[src/logic/seg_io_pkg.sv]
// Function
// - Port space limited to 64K from zero
// - Float escape reaches coprocessor window automatically
// - Port transfers of byte, word, doubleword
// - Port cycles drive memory-or-io select low
// - Upper address bits low during port cycles, except coprocessor cycles
// - Index to 0x22, data via 0x23, no bus
// - Data access needs fresh index, else external
// - Index outside C0..CF goes external, no change
// - Index port reads always go off-chip
// - Narrow register writes keep upper bytes
// - Strings use source, destination, count registers
// - Stack pointer adjusts on stack operations
// - Six 16-bit segment registers
// - Real mode linear is segment*16 plus offset; code segment base stays 0 from reset until it is loaded
// - Linear is physical unless paging translates it
// - Selector is index, table bit, privilege
// - Index picks one of 8192 eight-byte descriptors
// - Table bit 0 global, 1 local
// - Effective privilege is less privileged of two
// - Descriptor cached on load, no refetch
// - Code, stack, string-store segments not overridable
// - Data defaults by base register, overridable
package seg_io_pkg;

	localparam logic [15:0] IO_PORT_MAX = 16'hFFFF;
	localparam logic [15:0] CFG_INDEX_PORT = 16'h0022;
	localparam logic [15:0] CFG_DATA_PORT = 16'h0023;
	localparam logic [7:0] CFG_INDEX_LO = 8'hC0;
	localparam logic [7:0] CFG_INDEX_HI = 8'hCF;
	localparam logic [31:0] FPU_WINDOW_NARROW = 32'h008000F8;
	localparam logic [31:0] FPU_WINDOW_WIDE = 32'h800000F8;
	localparam int FPU_WINDOW_BITS = 3;

	localparam int SEL_RPL_LSB = 0;
	localparam int SEL_TI_BIT = 2;
	localparam int SEL_INDEX_LSB = 3;
	localparam int DESC_SIZE_SHIFT = 3;
	localparam int DESC_GRAN_BIT = 55;
	localparam logic [15:0] RESET_CODE_SEL = 16'hF000;
	localparam logic [15:0] RESET_SEL = 16'h0000;
	localparam logic [31:0] RESET_BASE = 32'h00000000;
	localparam logic [31:0] REAL_LIMIT = 32'h0000FFFF;
	localparam logic [7:0] RESET_RIGHTS = 8'h93;

	typedef enum logic [2:0] {
		SEG_ES = 3'b000,
		SEG_CS = 3'b001,
		SEG_SS = 3'b010,
		SEG_DS = 3'b011,
		SEG_FS = 3'b100,
		SEG_GS = 3'b101
	} seg_id_t;

	typedef enum logic [1:0] {
		IO_BYTE = 2'b00,
		IO_WORD = 2'b01,
		IO_DWORD = 2'b10
	} io_size_t;

	typedef enum logic [1:0] {
		REF_CODE = 2'b00,
		REF_STACK = 2'b01,
		REF_STRING_DST = 2'b10,
		REF_DATA = 2'b11
	} ref_kind_t;

	typedef enum logic [2:0] {
		GPR_NONE = 3'b000,
		GPR_WRITE = 3'b001,
		GPR_STRING = 3'b010,
		GPR_PUSH = 3'b011,
		GPR_POP = 3'b100
	} gpr_op_t;

	typedef enum logic {
		LD_IDLE = 1'b0,
		LD_WAIT = 1'b1
	} load_state_t;

	localparam logic [2:0] COUNT_REG = 3'd1;
	localparam logic [2:0] STACK_POINTER_REG = 3'd4;
	localparam logic [2:0] SRC_INDEX_REG = 3'd6;
	localparam logic [2:0] DST_INDEX_REG = 3'd7;

	typedef struct packed {
		logic valid;
		logic write;
		logic float_op;
		io_size_t size;
		logic [15:0] port;
		logic [31:0] data;
	} io_req_t;

	typedef struct packed {
		logic start;
		logic mem_io;
		logic write;
		io_size_t size;
		logic [31:0] addr;
		logic [31:0] data;
	} bus_cycle_t;

	typedef struct packed {
		logic [15:0] sel;
		logic [31:0] base;
		logic [31:0] limit;
		logic [7:0] rights;
		logic [1:0] priv;
	} seg_cache_t;

	typedef struct packed {
		logic valid;
		seg_id_t seg;
		logic [15:0] sel;
	} seg_load_t;

	typedef struct packed {
		logic valid;
		ref_kind_t kind;
		logic frame_based;
		logic override_en;
		seg_id_t override_seg;
		logic [31:0] offset;
	} mem_ref_t;

	typedef struct packed {
		gpr_op_t op;
		logic [2:0] id;
		io_size_t size;
		logic high_byte;
		logic dec;
		logic rep;
		logic [31:0] data;
	} gpr_cmd_t;

	typedef struct packed {
		logic paging;
		logic prot;
		logic virt_real;
		logic addr32;
		logic [1:0] current_privilege;
	} mode_t;

endpackage

[src/logic/segment_and_io_address_unit.sv]
`timescale 1ns/1ps
module segment_and_io_address_unit #(
	parameter bit WIDE_BUS = 1'b1
) (
	input wire logic sys_clk, // Core clock
	input wire logic reset_n, // Asynchronous reset
	input wire seg_io_pkg::mode_t mode, // Operating mode
	input wire seg_io_pkg::io_req_t io_req, // Port instruction request
	output seg_io_pkg::bus_cycle_t bus_cycle, // External cycle
	output logic io_ack, // Request finished
	output logic io_onchip, // Served on-chip
	output logic [31:0] io_rdata, // On-chip read data
	input wire seg_io_pkg::seg_load_t seg_load, // Selector load
	input wire logic [31:0] global_descriptor_table, // Global base
	input wire logic [31:0] local_descriptor_table, // Local base
	output logic desc_req, // Descriptor fetch
	output logic [31:0] desc_addr, // Descriptor address
	output logic desc_table_local, // Table indicator
	input wire logic desc_valid, // Descriptor returned
	input wire logic [63:0] desc_data, // Descriptor contents
	output logic load_busy, // Load in progress
	output seg_io_pkg::seg_cache_t [5:0] seg_regs, // Segment state
	input wire seg_io_pkg::mem_ref_t mem_ref, // Memory reference
	output logic lin_valid, // Linear address ready
	output logic [31:0] lin_addr, // Linear address
	output seg_io_pkg::seg_id_t lin_seg, // Segment used
	output logic lin_translate, // Needs page tables
	input wire seg_io_pkg::gpr_cmd_t gpr_cmd, // Register update
	output logic [7:0][31:0] gpr_file // General registers
);
	import seg_io_pkg::*;

	typedef struct packed {
		logic [15:0][7:0] cfg;
		logic [3:0] cfg_index;
		logic index_armed;
		logic io_ack;
		logic io_onchip;
		logic [31:0] io_rdata;
		bus_cycle_t bus;
		seg_cache_t [5:0] segs;
		load_state_t load_state;
		seg_id_t load_seg;
		logic [15:0] load_sel;
		logic desc_req;
		logic [31:0] desc_addr;
		logic desc_local;
		logic lin_valid;
		logic [31:0] lin_addr;
		seg_id_t lin_seg;
		logic lin_translate;
		logic [7:0][31:0] gpr;
	} state_t;

	state_t st;
	state_t next_st;

	function automatic logic [31:0] size_bytes(input io_size_t s);
		unique case (s)
			IO_BYTE: size_bytes = 32'h00000001;
			IO_WORD: size_bytes = 32'h00000002;
			IO_DWORD: size_bytes = 32'h00000004;
			default: size_bytes = 32'h00000004;
		endcase
	endfunction

	function automatic logic [31:0] size_mask(input io_size_t s);
		unique case (s)
			IO_BYTE: size_mask = 32'h000000FF;
			IO_WORD: size_mask = 32'h0000FFFF;
			IO_DWORD: size_mask = 32'hFFFFFFFF;
			default: size_mask = 32'hFFFFFFFF;
		endcase
	endfunction

	function automatic logic [31:0] real_base(input logic [15:0] sel);
		real_base = {12'h000, sel, 4'h0};
	endfunction

	function automatic seg_cache_t reset_seg(input logic [15:0] sel);
		reset_seg.sel = sel;
		reset_seg.base = RESET_BASE;
		reset_seg.limit = REAL_LIMIT;
		reset_seg.rights = RESET_RIGHTS;
		reset_seg.priv = 2'h0;
	endfunction

	function automatic logic index_in_range(input logic [7:0] v);
		index_in_range = (v >= CFG_INDEX_LO) && (v <= CFG_INDEX_HI);
	endfunction

	logic is_index_wr;
	logic is_data_acc;
	logic [31:0] desc_base;
	logic [31:0] desc_limit;
	logic [1:0] sel_rpl;
	seg_id_t ref_seg;
	logic [31:0] ref_offset;
	logic [31:0] step;

	always_comb begin
		is_index_wr = io_req.valid && !io_req.float_op && io_req.write
			&& io_req.port == CFG_INDEX_PORT;
		is_data_acc = io_req.valid && !io_req.float_op
			&& io_req.port == CFG_DATA_PORT;
		desc_base = {desc_data[63:56], desc_data[39:16]};
		desc_limit = desc_data[DESC_GRAN_BIT]
			? {desc_data[51:48], desc_data[15:0], 12'hFFF}
			: {12'h000, desc_data[51:48], desc_data[15:0]};
		sel_rpl = st.load_sel[SEL_RPL_LSB +: 2];
		step = size_bytes(gpr_cmd.size);
		// Fixed segments ignore any override prefix
		unique case (mem_ref.kind)
			REF_CODE: ref_seg = SEG_CS;
			REF_STACK: ref_seg = SEG_SS;
			REF_STRING_DST: ref_seg = SEG_ES;
			REF_DATA: begin
				if (mem_ref.override_en)
					ref_seg = mem_ref.override_seg;
				else if (mem_ref.frame_based)
					ref_seg = SEG_SS;
				else
					ref_seg = SEG_DS;
			end
		endcase
		ref_offset = mode.addr32 ? mem_ref.offset
			: {16'h0000, mem_ref.offset[15:0]};
	end

	always_comb begin
		next_st = st;
		next_st.io_ack = 1'b0;
		next_st.io_onchip = 1'b0;
		next_st.bus.start = 1'b0;
		next_st.lin_valid = 1'b0;

		// Port instructions
		if (io_req.valid) begin
			next_st.io_ack = 1'b1;
			next_st.bus.mem_io = 1'b0;
			next_st.bus.write = io_req.write;
			next_st.bus.size = io_req.size;
			next_st.bus.data = io_req.data & size_mask(io_req.size);
			// Only the low 16 bits carry; upper bits stay zero
			next_st.bus.addr = {16'h0000, io_req.port & IO_PORT_MAX};
			if (io_req.float_op) begin
				next_st.bus.start = 1'b1;
				next_st.bus.addr = (WIDE_BUS ? FPU_WINDOW_WIDE
					: FPU_WINDOW_NARROW)
					| {29'h0, io_req.port[FPU_WINDOW_BITS-1:0]};
			end else if (is_index_wr) begin
				if (index_in_range(io_req.data[7:0])) begin
					next_st.io_onchip = 1'b1;
					next_st.cfg_index = io_req.data[3:0];
					next_st.index_armed = 1'b1;
				end else begin
					next_st.bus.start = 1'b1;
					next_st.index_armed = 1'b0;
				end
			end else if (is_data_acc && st.index_armed) begin
				// One data access consumes the index
				next_st.io_onchip = 1'b1;
				next_st.index_armed = 1'b0;
				if (io_req.write)
					next_st.cfg[st.cfg_index] = io_req.data[7:0];
				else
					next_st.io_rdata = {24'h000000, st.cfg[st.cfg_index]};
			end else begin
				// Index reads and stale data accesses go off-chip
				next_st.bus.start = 1'b1;
			end
		end

		// Segment register loads
		unique case (st.load_state)
			LD_IDLE: begin
				if (seg_load.valid) begin
					if (!mode.prot || mode.virt_real) begin
						next_st.segs[seg_load.seg].sel = seg_load.sel;
						next_st.segs[seg_load.seg].base
							= real_base(seg_load.sel);
						next_st.segs[seg_load.seg].limit = REAL_LIMIT;
					end else begin
						next_st.load_state = LD_WAIT;
						next_st.load_seg = seg_load.seg;
						next_st.load_sel = seg_load.sel;
						next_st.desc_req = 1'b1;
						next_st.desc_local = seg_load.sel[SEL_TI_BIT];
						next_st.desc_addr = (seg_load.sel[SEL_TI_BIT]
							? local_descriptor_table
							: global_descriptor_table)
							+ {16'h0000,
							seg_load.sel[15:SEL_INDEX_LSB],
							3'h0};
					end
				end
			end
			LD_WAIT: begin
				if (desc_valid) begin
					next_st.load_state = LD_IDLE;
					next_st.desc_req = 1'b0;
					next_st.segs[st.load_seg].sel = st.load_sel;
					next_st.segs[st.load_seg].base = desc_base;
					next_st.segs[st.load_seg].limit = desc_limit;
					next_st.segs[st.load_seg].rights = desc_data[47:40];
					next_st.segs[st.load_seg].priv
						= (sel_rpl > mode.current_privilege)
						? sel_rpl : mode.current_privilege;
				end
			end
		endcase

		// Linear address formation from the cached base
		if (mem_ref.valid) begin
			next_st.lin_valid = 1'b1;
			next_st.lin_seg = ref_seg;
			next_st.lin_addr = st.segs[ref_seg].base + ref_offset;
			next_st.lin_translate = mode.paging && mode.prot;
		end

		// General register updates
		unique case (gpr_cmd.op)
			GPR_NONE: begin
			end
			GPR_WRITE: begin
				unique case (gpr_cmd.size)
					IO_BYTE: begin
						if (gpr_cmd.high_byte)
							next_st.gpr[gpr_cmd.id][15:8]
								= gpr_cmd.data[7:0];
						else
							next_st.gpr[gpr_cmd.id][7:0]
								= gpr_cmd.data[7:0];
					end
					IO_WORD: next_st.gpr[gpr_cmd.id][15:0]
						= gpr_cmd.data[15:0];
					default: next_st.gpr[gpr_cmd.id] = gpr_cmd.data;
				endcase
			end
			GPR_STRING: begin
				if (gpr_cmd.dec) begin
					next_st.gpr[SRC_INDEX_REG] = st.gpr[SRC_INDEX_REG] - step;
					next_st.gpr[DST_INDEX_REG] = st.gpr[DST_INDEX_REG] - step;
				end else begin
					next_st.gpr[SRC_INDEX_REG] = st.gpr[SRC_INDEX_REG] + step;
					next_st.gpr[DST_INDEX_REG] = st.gpr[DST_INDEX_REG] + step;
				end
				if (gpr_cmd.rep)
					next_st.gpr[COUNT_REG] = st.gpr[COUNT_REG] - 32'h00000001;
			end
			GPR_PUSH: next_st.gpr[STACK_POINTER_REG]
				= st.gpr[STACK_POINTER_REG] - step;
			GPR_POP: next_st.gpr[STACK_POINTER_REG]
				= st.gpr[STACK_POINTER_REG] + step;
			default: begin
			end
		endcase
	end

	always_ff @(posedge sys_clk or negedge reset_n) begin
		if (!reset_n) begin
			st <= '0;
			st.bus.mem_io <= 1'b1;
			// Six segment caches reset to a 64K real-mode window
			for (int i = 0; i < 6; i++) begin
				st.segs[i] <= reset_seg(RESET_SEL);
			end
			st.segs[SEG_CS] <= reset_seg(RESET_CODE_SEL);
		end else begin
			st <= next_st;
		end
	end

	assign bus_cycle = st.bus;
	assign io_ack = st.io_ack;
	assign io_onchip = st.io_onchip;
	assign io_rdata = st.io_rdata;
	assign desc_req = st.desc_req;
	assign desc_addr = st.desc_addr;
	assign desc_table_local = st.desc_local;
	assign load_busy = st.load_state == LD_WAIT;
	assign seg_regs = st.segs;
	assign lin_valid = st.lin_valid;
	assign lin_addr = st.lin_addr;
	assign lin_seg = st.lin_seg;
	assign lin_translate = st.lin_translate;
	assign gpr_file = st.gpr;
endmodule

[config.mk]
export PLATFORM = sky130hd
export DESIGN_NAME = segment_and_io_address_unit
export DESIGN_NICKNAME = d
export VERILOG_FILES = /design/src/logic/seg_io_pkg.sv /design/src/logic/segment_and_io_address_unit.sv
export SDC_FILE = /design/constraint.sdc
export NUM_CORES = 2
export LEC_CHECK = 0
export BUFFER_PORTS_ARGS = -buffer_cell sky130_fd_sc_hd__buf_2
export CAP_MARGIN = 15
export CORE_AREA = 3 3 492 494
export CTS_BUF_LIST = sky130_fd_sc_hd__clkbuf_16
export CTS_CLUSTER_DIAMETER = 80
export DETAILED_ROUTE_END_ITERATION = 10
export DIE_AREA = 0 0 495 497
export GPL_TIMING_DRIVEN = 0
export PLACE_DENSITY = 0.46
export SYNTH_ARGS = -nofsm -noshare
export SYNTH_HDL_FRONTEND = slang
export SYNTH_SLANG_ARGS = --single-unit
[constraint.sdc]
create_clock -name sys_clk -period 5 [get_ports sys_clk]
set_clock_uncertainty 0.2 [all_clocks]
set_input_delay 0.75 -clock sys_clk [delete_from_list [all_inputs] [get_ports sys_clk]]
set_output_delay 0.75 -clock sys_clk [all_outputs]
set_load 0.01 [all_outputs]
# Word-level counts from Yosys, hierarchy flattened
# Cells that the tools add are included.
# totals
ff_bits,1099
out_inout_bits,971
# op_classes
add_sub_neg,9
order_cmp,12
n_eq_ne,16
muxes,82
n_bitwise,6
n_reduce_logical,28
# op_table
cell,n
$bwmux 540,8
$demux 90 s3,8
$pmux 541 s2,1
$bwmux 256,4
$mux 594,1
$mux 541,1
$mux 540,1
$pmux 256 s2,1
$demux 32 s3,4
$bmux 90 s3,1
$mux 256,1
$mux 32,8
$mux 74,3
$mux 90,2
$bwmux 128,1
$pmux 32 s2,2
$pmux 64 s2,1
$mux 103,1
$add 32x3->32,3
$pmux 32 s3,1
$sub 32x3->32,3
$mux 42,2
$mux 33,2
$mux 64,1
other kinds (42),92

# Longest topological paths before layout
# logic_depth
word_depth,11
mapped_depth,22

# Least setup slack after synthesis
# Ideal clock, no wire load.
# synth_timing
path_kind,input -> register
startpoint,input gpr_cmd[36] (netlist name)
endpoint,register st (netlist bit gpr_file[154])
setup_time_ns,0.126
t_arrival_ns,5.373
required_time_ns,4.674
slack_ns,-0.699
stages,22
path_buffers,7
path_cell_list,clkbuf_1 > or2_2 > clkbuf_1 > clkbuf_1 > ha_1 > clkbuf_1 > inv_1 > clkbuf_1 > clkbuf_1 > clkbuf_1 > nand2_1 > ha_1 > a21oi_1 > o21ai_1 > a31o_2 > a2111oi_4 > o31ai_1 > a41oi_2 > o21a_1 > o21ai_0 > o31a_1 > a221o_1
# synth_between
elab_chain_cells,4
# synth_lines
element,line_no,source
start: declaration,segment_and_io_address_unit.sv:28,"input wire seg_io_pkg::gpr_cmd_t gpr_cmd,"
$eq 2x1->1 or $logic_not 2->1 (tied branches),"segment_and_io_address_unit.sv:59, segment_and_io_address_unit.sv:226",
$pmux 3 s2,segment_and_io_address_unit.sv:59,unique case (s)
$add 32x3->32 or $sub 32x3->32 (tied branches),"segment_and_io_address_unit.sv:254, segment_and_io_address_unit.sv:252",
$pmux 32 s3 *,segment_and_io_address_unit.sv:222,unique case (gpr_cmd.op)
end signal: assignment,segment_and_io_address_unit.sv:270,st <= next_st;
end: declaration,segment_and_io_address_unit.sv:55,state_t st;
# Mark *: on every way between the ends. The rest lies on a longest branch, timed or not.
# A chain may end at the register's enable or synchronous reset.

# Final worst setup path
# layout_timing
startpoint,input gpr_cmd[36] (netlist name)
endpoint,register st (netlist bit gpr_file[248])
# layout_between
elab_chain_cells,5
# layout_lines
element,line_no,source
$eq 2x1->1 or $logic_not 2->1 (tied branches),"segment_and_io_address_unit.sv:59, segment_and_io_address_unit.sv:226",
$pmux 3 s2,segment_and_io_address_unit.sv:59,
$add 32x3->32 or $sub 32x3->32 (tied branches),"segment_and_io_address_unit.sv:246, segment_and_io_address_unit.sv:243",
$mux 64,segment_and_io_address_unit.sv:241,if (gpr_cmd.dec) begin
$pmux 64 s2 *,segment_and_io_address_unit.sv:222,
# Marks and branches as above.

==> impl_metrics.env <==
export IMPL_port_buffers=1216
export IMPL_yosysWarnings=0
export IMPL_synth_area_mux_share_pct=7.72
export IMPL_tightest_slew_ns=1.37
export IMPL_ios=1264
export IMPL_synthTopCellsByArea="dfrtp_1 (38%), buf_4 (11%), o21ai_0 (6.0%)"
export IMPL_wl_um=340000
export IMPL_post_route_min_period_ns=4.88
export IMPL_power_internal_w=0.0218
export IMPL_cts_tree="built"
export IMPL_core_area_um2=238000
export IMPL_finalCritPeriodShare_pct=97.6
export IMPL_critPathLaunch="gpr_cmd[36]"
export IMPL_cp_num_buf_inv=5
export IMPL_p_sw_share_pct=38.4
export IMPL_outcome="finished, final reports clean"
export IMPL_drtPass1Iterations=6
export IMPL_ir_drop_mv=0.239
export IMPL_report_final_slew_viol_count=0
export IMPL_slew_headroom_pct=8.97
export IMPL_synthDistinctLibCells=84
export IMPL_nNetsFinal=8748
export IMPL_clkPwrFrac_pct=29.3
export IMPL_ctsLongestPathBuffers=3
export IMPL_rsz0062_at_grt="false"
export IMPL_path_cells="buf_2 -> or2_2 -> clkbuf_4 -> clkbuf_8 -> ha_1 -> clkbuf_4 -> buf_6 -> nor2b_2 -> ha_1 -> a21o_1 -> nand3_1 -> a21oi_1 -> a221oi_4 -> o21ai_0 -> a31oi_1 -> o21ai_0 -> a221o_1 -> xnor2_1 -> a21oi_1"
export IMPL_hpwl_um=273000
export IMPL_power_density_nw_per_um2=443
export IMPL_grt_max_degree=145
export IMPL_whs_ns=0.0765
export IMPL_vias=59100
export IMPL_netSwitchingPower_w=0.0136
export IMPL_rr_startpoint="st[343]"
export IMPL_arrival_ns=5.30
export IMPL_syn_area_per_cell_um2=9.33
export IMPL_fin_ws_ns=0.122
export IMPL_synth_xor_area_share_pct=1.90
export IMPL_drive_gt1_share_pct=34.9
export IMPL_crit_fanout=28
export IMPL_finalHoldViolations=0
export IMPL_area_growth_pct=26.0
export IMPL_synth_largest_area_cell="dfrtp_1"
export IMPL_gp_congestion=0.954
export IMPL_yosys_register_bits=1083
export IMPL_clk_latency_ns=0.84
export IMPL_dieArea_um2=246000
export IMPL_synth_edf_count=0
export IMPL_comb_power_share_pct=37.0
export IMPL_async_reset_ff_share_pct=100
export IMPL_netlist_area_um2=63400
export IMPL_ant_nets=0
export IMPL_synth_cells=6802
export IMPL_cts_buffers=146
export IMPL_synth_fa_ha_area_share_pct=3.04
export IMPL_synth_seq_area_share_pct=43.0
export IMPL_grt_overflow=0
export IMPL_setup_violations_final=0
export IMPL_wl_per_cell_um=29.3
export IMPL_dp_cells=11300
export IMPL_rows=179
export IMPL_synth_top_family_by_area="compound AO/OA/AOI/OAI gates"
export IMPL_max_clock_freq_mhz=205
export IMPL_stdcell_count=11600
export IMPL_grtUsageTotal_pct=26.6
export IMPL_p_leak_nw=38.4
export IMPL_synth_top_flop_cell="dfrtp_1"
export IMPL_grt_pass1_vias=58600
export IMPL_crit_path_end_kind="register"
export IMPL_required_ns=5.42
export IMPL_yosysTopAreaCellShare_pct=37.8
export IMPL_synth_compound_area_share_pct=19.0
export IMPL_p_seq_share_pct=33.8
export IMPL_critical_path_class="in2reg"
export IMPL_die_h_um=497
export IMPL_antenna_found_initial=43
export IMPL_start_kind="input pin"
export IMPL_fin_tns_setup_ns=0
export IMPL_h_tree_depth=4
export IMPL_clkSinkCount=1083
export IMPL_cp_top_family="compound AO/OA/AOI/OAI gates"
export IMPL_ctsRootBufferMaster="clkbuf_16"
export IMPL_vias_per_cell=5.09
export IMPL_yosys_area_share_simple_pct=10.9
export IMPL_hp_start="desc_data[10]"
export IMPL_num_fill_cells=25000
export IMPL_clkTransAtPathRegs_ns=0.06
export IMPL_drv_cap=0
export IMPL_drc=0
export IMPL_cpMaxStageDelayCell="a221oi_4"
export IMPL_pre_cts_ws_ns=-2.55
export IMPL_start_util_pct=26.7
export IMPL_grt_first_pass_wirelength_um=465000
export IMPL_drtIter0Drc=5497
export IMPL_slowest_delay_ns=0.48
export IMPL_hp_class="in2reg"
export IMPL_die_x_um=495
==> final timing paths <==
path | slack, ns | cells past startpoint | endpoint
setup / recovery | 0.12 | 19 | gpr_file[248]
hold / removal | 0.08 | 2 | seg_regs[380]
setup reg to reg | 0.49 | 11 | seg_regs[348]
hold reg to reg | 0.26 | 2 | seg_regs[114]
max in group asynchronous | 1.20 | 6 | gpr_file[166]
min in group asynchronous | 0.29 | 2 | seg_regs[490]
==> kinds of logic (layout without fill, tap and decap cells) <==
kind of cell | count (synthesis) | count (layout)
AOI/OAI and AO/OA | 1944 | 1944
xor gates and xnor gates | 138 | 138
adders and majority gates | 151 | 151
buffers and inverters | 1482 | 3071
DFF | 1083 | 1083
muxes | 370 | 370
other | 1 | 56
and+or+nand+nor | 1633 | 1633
==> through the flow <==
step	utilization [%]	power [W]	area (um^2)
floorplan	-	0.0194	63700
global placement	31.0	0.0248	73700
detailed placement	31.2	0.0250	74300
CTS	33.6	0.0356	79800
global route	33.6	0.0371	79900
finish	33.6	0.0354	79900
==> cells in the final DEF (no fill, tap or decap), types with 28 or more instances in the layout <==
cell type	instances
a21o_1	72
a21oi_1	457
a22o_1	68
a31oi_1	28
a32oi_1	202
and2_1	29
buf_1	36
buf_2	1218
buf_4	983
clkbuf_1	349
clkbuf_16	146
clkinv_1	31
conb_1	39
dfrtp_1	958
dfstp_2	125
dlygate4sd3_1	71
ha_1	145
inv_1	136
mux2_2	212
mux2i_1	75
mux4_2	71
nand2_1	1000
nand2b_1	29
nand3_1	50
nor2_1	319
nor3_1	47
o21ai_0	754
o221ai_1	48
o22ai_1	47
xnor2_1	69
xor2_1	69
==> sequential cells by signal (all words and copies together), names as in the netlist <==
name	flops
bus_cycle	54
desc_addr	32
desc_req	1
gpr_file	256
io_ack	1
io_onchip	1
io_rdata	8
lin_addr	32
lin_seg	3
lin_translate	1
lin_valid	1
load_busy	1
seg_regs	540
sel_rpl	2
st	150
==> Yosys cell counts (71+ instances only) <==
cell type	number
nand2_1	1002
buf_4	965
dfrtp_1	958
o21ai_0	759
a21oi_1	463
clkbuf_1	371
nor2_1	320
mux2_2	212
a32oi_1	203
ha_1	146
dfstp_2	125
inv_1	100
mux2i_1	76
a21o_1	72
mux4_2	71
==> worst reg2reg max path, stage by stage (launching register included) <==
cell      delay, ns
dfrtp_1        0.38
clkbuf_1       0.22
and3b_1        0.23
clkbuf_1       0.48
nand2_1        0.46
nand2_1        0.09
nand2_1        0.17
clkbuf_1       0.45
clkbuf_1       0.90
clkbuf_1       0.63
nand2_1        0.12
o21ai_0        0.10
==> area by class of cell <==
class                   instances  area (um^2)  share of cell area (%)
diodes                         17         42.5                  0.0532
plain buffers                1370         8840                    11.1
clock buffers                 146         3650                    4.57
clock inverters               127         1040                    1.30
inverters                     102          385                   0.482
multi-input cells            4275        27300                    34.2
flip-flops and latches       1083        27300                    34.1
well taps                    3167         3960                    4.96
repair buffers               1326         7420                    9.28
==> what timing repair did <==
item	CTS	global route
hold buffers	71	0
gates cloned	0	0
endpoints found under the setup margin	98	26
gates resized for setup	51	11
setup buffers	3	6
endpoints found under the hold margin	154	0
pin swaps	4	8
==> power groups by stage <==
stage | logic (W) | registers (W) | clock network [W]
3_3_place_gp | 0.0128 | 0.0120 | 0
3_5_place_dp | 0.0129 | 0.0120 | 0
4_1_cts | 0.0131 | 0.0119 | 0.0106
5_1_grt | 0.0141 | 0.0121 | 0.0110
2_1_floorplan | 0.00804 | 0.0113 | 0
6_report | 0.0131 | 0.0120 | 0.0104
==> layer usage <==
metal	GRT usage [%]	part of all wire (%)
met3	4.31	5.9
met4	13.4	5.8
met2	47.2	51
met1	30.8	38
met5	0	0.059
(Power assumes the default switching activity.)
